[config.mk]
export PLATFORM = sky130hd
export DESIGN_NAME = port_nexus_loss_and_ack_timeout
export DESIGN_NICKNAME = d
export VERILOG_FILES = /design/src/hdl/nexus_pkg.sv /design/src/hdl/nexus_if.sv /design/src/hdl/nexus_combine.sv /design/src/hdl/port_nexus_loss_and_ack_timeout.sv
export SDC_FILE = /design/constraint.sdc
export NUM_CORES = 1
export LEC_CHECK = 0
export BUFFER_PORTS_ARGS = -buffer_cell sky130_fd_sc_hd__buf_2
export CORE_ASPECT_RATIO = 1.25
export CORE_MARGIN = 2
export CORE_UTILIZATION = 36
export DETAILED_ROUTE_END_ITERATION = 8
export GPL_ROUTABILITY_DRIVEN = 0
export HOLD_SLACK_MARGIN = 0.1
export PLACE_DENSITY = 0.69
export SLEW_MARGIN = 20
export SYNTH_ARGS = -nofsm -noshare
export SYNTH_HDL_FRONTEND = slang
export SYNTH_SLANG_ARGS = --single-unit
export TNS_END_PERCENT = 5
[constraint.sdc]
create_clock -name clk -period 1.49 [get_ports clk]
set_clock_uncertainty 0.05 [all_clocks]
set_input_delay 0.298 -clock clk [delete_from_list [all_inputs] [get_ports clk]]
set_output_delay 0.298 -clock clk [all_outputs]
set_load 0.1 [all_outputs]
[src/hdl/nexus_pkg.sv]
// Constants and types shared by the port event logic.
package nexus_pkg;
    // Port state machine encoding.
    typedef enum logic [1:0] {
        port_initial_state = 2'h0,
        port_login_state = 2'h1,
        port_logged_in_state = 2'h2,
        port_logout_state = 2'h3
    } port_state_type;

    localparam int unsigned clk_hz = 10000000;
    localparam int unsigned ethernet_baud = 9600;
    localparam int unsigned bits_per_byte = 10;
    // Cycles per byte time at the fixed Ethernet-equivalent rate.
    localparam int unsigned eth_byte_cycles = clk_hz / (ethernet_baud / bits_per_byte);
    localparam logic [23:0] eth_byte_cycles_w = eth_byte_cycles[23:0];
    localparam logic [23:0] byte_time_reset = 24'h000000;
    localparam logic [23:0] timeout_reset = 24'h000000;
    localparam logic [3:0] timeout_bytes = 4'h4;
    localparam logic [1:0] port_state_reset = 2'h0;
endpackage

[src/hdl/nexus_if.sv]
// Interface carrying the event strobes between top and the event combiner.
`timescale 1ns/1ps
`default_nettype none
interface nexus_if;
    logic [5:0] cause;
    logic loss;
    modport src (output cause, input loss);
    modport comb (input cause, output loss);
endinterface
`default_nettype wire

[src/hdl/nexus_combine.sv]
// Merges simultaneous nexus-loss causes into one registered pulse.
`timescale 1ns/1ps
`default_nettype none
module nexus_combine (
    // Clock and reset.
    input wire logic clk,
    input wire logic nrst,
    // Cause strobes and merged pulse.
    nexus_if.comb ev
);
    import nexus_pkg::*;
    logic loss_q;
    wire any_cause = |ev.cause;

    // One pulse per cycle however many causes fire.
    always_ff @(posedge clk) begin
        if (!nrst) begin
            loss_q <= 1'b0;
        end else begin
            loss_q <= any_cause;
        end
    end
    assign ev.loss = loss_q;
endmodule
`default_nettype wire

[src/hdl/port_nexus_loss_and_ack_timeout.sv]
// Per-port nexus-loss detection and acknowledgement time-out selection.
`timescale 1ns/1ps
`default_nettype none
module port_nexus_loss_and_ack_timeout (
    // Clock and reset.
    input wire logic clk,
    input wire logic nrst,
    // Interconnect selection and port role.
    input wire logic use_ethernet,
    input wire logic is_drive,
    // Link layer events, same clock domain.
    input wire logic login_tx,
    input wire logic login_rx,
    input wire logic exchange_abort_flag,
    input wire logic dev_reset_tx,
    input wire logic ack_rx,
    input wire logic reset_indication,
    input wire logic closed_indication,
    input wire logic close_event,
    // Port state machine requests.
    input wire logic login_start,
    input wire logic login_done,
    input wire logic logout,
    // Pins from the bus.
    input wire logic sense_automation,
    input wire logic sense_drive,
    input wire logic reset_request,
    // Operating parameters.
    input wire logic params_change,
    input wire logic [23:0] serial_byte_cycles,
    // Outputs.
    output logic nexus_loss,
    output nexus_pkg::port_state_type port_state,
    output logic [23:0] ack_byte_cycles,
    output logic [27:0] ack_timeout_cycles
);
    import nexus_pkg::*;

    port_state_type state_q, state_d;
    logic reset_pend_q;
    logic [23:0] byte_q;
    logic [27:0] tmo_q;
    logic nexus_q;
    // This port owns exactly one interconnect binding, carried by this one bundle.
    // Every cause strobe below belongs to the single remote port that it pairs with.
    // A shared TCP link hands each port its own strobes, so pairings never mix.
    nexus_if ev ();

    // How the block is put together.
    // Same-domain strobes from the link layer go straight into the cause decode.
    // The three bus pins are asynchronous and each passes a two-stage synchroniser.
    // A third stage per pin holds the previous settled level for edge detection.
    // All causes of one cycle are merged by the combiner into a single pulse.
    // The merged pulse is registered once more so the output comes from a flop.
    // The loss output therefore follows a same-domain cause by two clock edges.
    // A pin change shows up about four to five edges after it reaches the pin.
    // The port state machine is kept here only as far as the loss rules need it.
    // A close event beats any state machine request in the same cycle; a device reset sent in that cycle is still held pending.
    // The time-out period is latched on a parameter change and held after that.
    // Holding it means frames already in flight keep the period they began with.
    // Users must pulse the parameter change strobe after setting the byte time.
    // Reset clears the synchronisers to zero, so a pin held low through reset
    // produces no falling edge when reset is released.
    // A pin already high at release gives a rising edge only on the reset request
    // pin, which is treated as a real request; hold that pin low during reset.

    // Bus pins in one vector: bit 0 automation sense, bit 1 drive sense, bit 2 reset.
    wire [2:0] pin_raw = {reset_request, sense_drive, sense_automation};
    wire [2:0] pin_s1;
    wire [2:0] pin_s2;
    genvar g;

    // Pin synchronisers, one per pin: stage 0 feeds only stage 1.
    // Stages 1 and 2 are both settled, so edges are taken between them.
    generate
        for (g = 0; g < 3; g++) begin : g_sync
            logic [2:0] sh_q;
            wire [2:0] sh_d = {sh_q[1:0], pin_raw[g]};
            always_ff @(posedge clk) begin
                if (!nrst) begin
                    sh_q <= 3'h0;
                end else begin
                    sh_q <= sh_d;
                end
            end
            assign pin_s1[g] = sh_q[1];
            assign pin_s2[g] = sh_q[2];
        end
    endgenerate

    // Drive watches automation sense, automation watches drive sense.
    // A fall is old level high and new level low on the watched pin.
    wire fall_automation = pin_s2[0] & ~pin_s1[0];
    wire fall_drive = pin_s2[1] & ~pin_s1[1];
    wire sense_lost = is_drive ? fall_automation : fall_drive;
    // The reset request acts once, on its rising edge, however long it is held.
    wire reset_pulse = pin_s1[2] & ~pin_s2[2];
    wire reset_any = reset_indication | reset_pulse;

    // Remember an outstanding device reset until its acknowledgement.
    // A new device reset in the same cycle as an acknowledgement wins, so the
    // later acknowledgement still pairs with it; a close event drops the pairing.
    wire reset_clear = ack_rx | close_event;
    wire reset_pend_d = dev_reset_tx | (reset_pend_q & ~reset_clear);

    // Pending flag register.
    always_ff @(posedge clk) begin
        if (!nrst) begin
            reset_pend_q <= 1'b0;
        end else begin
            reset_pend_q <= reset_pend_d;
        end
    end

    // Cause decode; this port owns one interconnect binding so all events are its own.
    wire in_session = (state_q == port_login_state) || (state_q == port_logged_in_state);
    assign ev.cause[0] = login_tx & exchange_abort_flag;
    assign ev.cause[1] = login_rx & exchange_abort_flag;
    assign ev.cause[2] = ack_rx & reset_pend_q;
    assign ev.cause[3] = sense_lost;
    assign ev.cause[4] = reset_any;
    assign ev.cause[5] = closed_indication & in_session;

    nexus_combine u_combine (
        .clk(clk),
        .nrst(nrst),
        .ev(ev)
    );

    // Port state machine next state; close event overrides everything.
    always_comb begin
        state_d = state_q;
        case (state_q)
            port_initial_state: begin
                if (login_start) state_d = port_login_state;
            end
            port_login_state: begin
                if (login_done) state_d = port_logged_in_state;
            end
            port_logged_in_state: begin
                if (logout) state_d = port_logout_state;
            end
            port_logout_state: begin
                if (login_start) state_d = port_login_state;
            end
            default: begin
                state_d = port_initial_state;
            end
        endcase
        if (close_event) state_d = port_initial_state;
    end

    always_ff @(posedge clk) begin
        if (!nrst) begin
            state_q <= port_initial_state;
        end else begin
            state_q <= state_d;
        end
    end

    // Byte time selection: Ethernet ignores negotiated rate.
    wire [23:0] byte_sel = use_ethernet ? eth_byte_cycles_w : serial_byte_cycles;
    // The period is a fixed number of byte times; 24 bits times four fit in 28.
    wire [27:0] tmo_sel = 28'(byte_sel) * 28'(timeout_bytes);
    // Take a fresh period on each parameter change, otherwise keep the old one.
    wire [23:0] byte_d = params_change ? byte_sel : byte_q;
    wire [27:0] tmo_d = params_change ? tmo_sel : tmo_q;

    // Period registers; they hold for every frame sent after the change.
    always_ff @(posedge clk) begin
        if (!nrst) begin
            byte_q <= byte_time_reset;
            tmo_q <= {4'h0, timeout_reset};
        end else begin
            byte_q <= byte_d;
            tmo_q <= tmo_d;
        end
    end

    // Output stage of the merged loss pulse, so the pin comes from a flop.
    always_ff @(posedge clk) begin
        if (!nrst) begin
            nexus_q <= 1'b0;
        end else begin
            nexus_q <= ev.loss;
        end
    end

    // Outputs straight from their registers.
    assign nexus_loss = nexus_q;
    assign port_state = state_q;
    assign ack_byte_cycles = byte_q;
    assign ack_timeout_cycles = tmo_q;
endmodule
`default_nettype wire

# --- Yosys cells after proc, flatten, opt, wreduce, memory -nomap -nowiden ---
# Cells that the tools add are included.
word_totals:
  elab_cells: 42
  in_bits: 43
  reg_bits: 38
op_classes:
  muxes: 6
  n_eq_ne: 6
  bitwise: 16
  n_reduce_logical: 6
op_table:
  columns: ["op", "count"]
  rows:
  - ["$mux 24", 1]
  - ["$and 1x1->1", 8]
  - ["$mux 2", 3]
  - ["$pmux 2 s3", 1]
  - ["$reduce_or 6->1", 1]
  - ["$not 1->1", 5]
  - ["$eq 2x2->1 const B", 2]
  - ["$ne 2x2->1 const B", 2]
  - ["$reduce_or 2->1", 2]
  - ["$or 1x1->1", 3]
  - ["$reduce_and 3->1", 1]
  - ["$eq 2x1->1 const B", 1]
  - ["$logic_not 2->1", 1]
  - ["$ne 2x1->1 const B", 1]
  - ["$logic_or 1x1->1", 1]
  - ["$mux 1", 1]

# --- Depth between registers and ports, before layout ---
depth:
  depth_word: 4
  depth_mapped: 5

# --- Modules after synthesis ---
# From an unflattened synthesis, not the netlist that was laid out.
hier_totals:
  hier_cells: 177
  hier_area_um2: 1685.4
by_module_without_submodules:
  columns: ["module", "area_per_inst_um2", "instances", "cells_each"]
  rows:
  - ["port_nexus_loss_and_ack_timeout", 1649.1, 1, 174]
  - ["nexus_combine", 36.3, 1, 3]

# --- Worst setup path before layout ---
# No wires, ideal clock.
synth_path:
  path_type: "flip-flop to flip-flop"
  from: "reg state_q[0], in the netlist port_state[0]"
  to: "reg u_combine.loss_q, in the netlist u_combine.ev.loss"
  synth_period_minus_slack_ns: 2.014
  stages_incl_launch_ff: 6
  required_ns: 1.308
  setup_time_ns: 0.132
  slack_ns: -0.524
  arrival_time_ns: 1.833
  cell_sequence: "dfxtp_1 -> inv_1 -> ha_1 -> nor2b_1 -> a2111oi_0 -> a31oi_1"
synth_between:
  elab_chain_len: 4
  elab_cells_between_ends: 5
synth_rtl:
  columns: ["item", "line", "text"]
  rows:
  - ["start, declared", "port_nexus_loss_and_ack_timeout.sv:39", "port_state_type state_q, state_d;"]
  - ["start signal, assigned", "port_nexus_loss_and_ack_timeout.sv:155", "state_q <= port_initial_state;"]
  - ["start signal, assigned", "port_nexus_loss_and_ack_timeout.sv:157", "state_q <= state_d;"]
  - ["$eq 2x1->1 / $eq 2x2->1 (equally long branches)", "port_nexus_loss_and_ack_timeout.sv:116", "wire in_session = (state_q == port_login_state) || (state_q == port_logged_in_state);"]
  - ["$logic_or 1x1->1 (*)", "port_nexus_loss_and_ack_timeout.sv:116", null]
  - ["$and 1x1->1 (*)", "port_nexus_loss_and_ack_timeout.sv:122", "assign ev.cause[5] = closed_indication & in_session;"]
  - ["$reduce_or 6->1 (*)", "nexus_combine.sv:13", "wire any_cause = |ev.cause;"]
  - ["end signal, assigned", "nexus_combine.sv:20", "loss_q <= any_cause;"]
  - ["end, declared", "nexus_combine.sv:12", "logic loss_q;"]
# Every way passes the cells marked *; elsewhere a longest branch is shown, timed or not.
# A chain may end at the register's enable or synchronous reset.

==> results.py <==
metrics = {
    "floorplan": {
        "chipWidth_um": 63.9,
        "start_util": 0.370,
        "coreArea_sq_um": 4360,
        "fp-row-count": 27,
        "fp.dieH_um": 78.8,
        "die_area_sq_um": 5030,
        "pin_count": 98,
    },
    "synth": {
        "ys_seq_area_frac": 0.472,
        "yosys-top-cells-count": "dfxtp_1, buf_4, nor2_1",
        "synth-warning-count": 0,
        "syn_area_per_cell_sq_um": 8.96,
        "synth-seq-cells": 38,
        "synth_top_area_share": 0.472,
        "synth_cell_types": 23,
        "netlist_area_sq_um": 1610,
        "synthMostInstantiatedCell": "dfxtp_1",
        "synthArstFlopShare": 0,
        "synth_area_leaders": "dfxtp_1, buf_4, a21oi_1",
        "synth-main-ff-cell": "dfxtp_1",
        "synth-edff-count": 0,
        "synth_cells": 180,
        "synth_top_cell_by_area": "dfxtp_1",
    },
    "timing": {
        "slew_headroom": 0.595,
        "worstMarginPinSlew_ns": 0.608,
        "finalCritPeriodShare": 0.956,
        "drv_slew": 0,
        "setup_viol": 0,
        "fmax_ghz": 0.702,
        "holdWs_ns": 0.174,
        "rsz0062_at_grt": "no",
        "tns_ns": 0,
        "finalHoldViolCount": 0,
        "finalCriticalPeriod_ns": 1.43,
    },
    "pwr": {
        "p_seq_frac": 0.427,
        "total_power_w": 0.00256,
        "leakage_nw": 1.05,
        "power.net_switching_w": 0.000977,
        "power_density_nw_per_um2": 1260,
        "netSwitchingFraction": 0.382,
        "ir_drop_v": 0.000683,
        "clkPwrFrac": 0.273,
        "internal-power_w": 0.00158,
        "pwr-share-comb": 0.299,
    },
    "setup_path": {
        "r2r_start": "port_state[0]$_SDFFE_PP0P_",
        "reg2reg_depth": 5,
        "r2r_end": "u_combine.ev.loss$_SDFF_PN0_",
        "cpPeakStageDelay_ns": 0.44,
        "arrival_ns": 1.08,
        "reg2reg_slack_ns": 0.13,
        "cp-start-kind": "register",
        "critPathSlowestCell": "buf_2",
        "cp_data_required_time_ns": 1.14,
        "cpLargestDelayFamily": "buffers and inverters",
        "endpoint_kind": "output pin",
        "critPathMaxFanout": 3,
        "path_cells": "buf_2",
        "worst-path-buf-inv": 1,
        "worstSetupPathType": "register to output pin",
    },
    "drt": {
        "drc_errors": 0,
        "drt_wl_total_mm": 3.13,
        "vias_per_cell": 4.35,
        "firstDrtPassIters": 4,
        "wl_per_cell_um": 10.1,
        "vias": 1347,
        "ant_nets": 0,
        "drtIter0Drc": 19,
    },
    "grt": {
        "overflow": 0,
        "grt_pass1_wl_mm": 4.98,
        "grt_pass1_vias": 1145,
        "antenna_found_initial": 0,
        "grt_use_total": 0.127,
        "grt_max_degree": 27,
    },
    "clock_tree": {
        "tritoncts": "done",
        "clockBufferDepth": 2,
        "worstSkewPairLatency_ns": 0.28,
        "clk_pin_slew_ns": 0.07,
        "cts-root-buf": "clkbuf_8",
        "cts_hold_buf": 0,
        "cts_buffers": 5,
        "clkSinkCount": 38,
        "htreeDepth": 2,
    },
    "placement": {
        "port_buffers": 93,
        "place_area_sq_um": 1930,
        "hpwl_mm": 2.36,
    },
    "layout": {
        "drive_above_1_share": 0.421,
        "multiInputGateArea_sq_um": 596,
        "fillers": 430,
        "nets": 297,
        "num_antenna_cells": 0,
        "syn_to_final_growth_pct": 26.0,
        "regArea_sq_um": 764,
        "final_area_sq_um": 2030,
    },
    "hold_path": {
        "hp-start": "sense_automation",
        "min_to": "g_sync[0].sh_q[0]$_SDFF_PN0_",
        "hp-class": "primary input to register",
        "worstHoldPathCells": 2,
    },
    "status": {
        "status": "finished, final reports clean",
    },
    "flow_run": {
        "max_cap_violations": 0,
    },
}
-- power groups by stage --
stage               Clock (W)  Sequential, W  Combinational, W
CTS                  0.000745        0.00109          0.000769
detailed placement          0        0.00112          0.000768
floorplan                   0        0.00137          0.000425
global route         0.000784        0.00110          0.000802
finish               0.000699        0.00109          0.000766
global placement            0        0.00111          0.000765
-- how the worst max path moves through the flow --
stage,from,to,depth (start not counted)
after floorplan,ack_byte_cycles[11]$_SDFFE_PN0P_,ack_timeout_cycles[13],1
after global placement,port_state[0]$_SDFFE_PP0P_,u_combine.ev.loss$_SDFF_PN0_,5
after detailed placement,use_ethernet,ack_byte_cycles[21]$_SDFFE_PN0P_,4
after CTS,port_state[0]$_SDFFE_PP0P_,port_state[0],1
after global routing,ack_byte_cycles[14]$_SDFFE_PN0P_,ack_timeout_cycles[16],1
final,ack_byte_cycles[14]$_SDFFE_PN0P_,ack_timeout_cycles[16],1
-- layer usage --
layer  GRT usage  routed length [um]
met5           0                   0
met4      0.0457                  48
met3      0.0538                 309
met2       0.221                1510
met1       0.136                1260
-- state kept, by name, summed over array words and instances, names as in the netlist --
register	flops
ack_byte_cycles	24
port_state	2
u_combine.ev.loss	1
g_sync.sh_q	9
nexus_loss	1
reset_pend_q	1
-- logic make-up (layout without fill, tap and decap cells) --
group	Yosys count	count (layout)	share of synthesized area
compound gates	31	31	0.106
fa+ha+maj	3	3	0.0233
buf+inv	39	108	0.167
flops	38	38	0.472
other cells	1	4	0.00233
simple gates	68	68	0.230
-- final cells by class --
class | count | share of cell area
sequential | 38 | 0.376
multi-input combinational | 106 | 0.293
timing repair buffer | 96 | 0.243
clock buffer | 7 | 0.0425
tap | 58 | 0.0357
inverter | 4 | 0.00739
clock inverter | 1 | 0.00246
-- cells in the final DEF (no fill, tap or decap), drive strengths merged --
cell type / instances
a2111oi: 1
a21oi: 20
a31oi: 4
and2: 9
and2b: 5
and4: 2
buf: 94
clkbuf: 9
clkinv: 2
conb: 4
dfxtp: 38
ha: 3
inv: 3
nand2b: 6
nand3b: 1
nor2: 26
nor2b: 16
nor3: 2
nor3b: 1
o21ai: 1
o22ai: 5
-- through the flow --
step           setup WS, ns  cells  utilization
2_1_floorplan        -0.232    183            -
3_3_place_gp          0.104    302        0.444
3_5_place_dp          0.106    302        0.444
4_1_cts              0.0464    310        0.465
5_1_grt              0.0100    310        0.466
6_report             0.0648    310        0.466
-- what timing repair did --
item,in CTS,in global routing
setup buffers,0,0
resized for setup,0,3
setup endpoints to repair,0,2
Power figures use the tool's default switching activity.
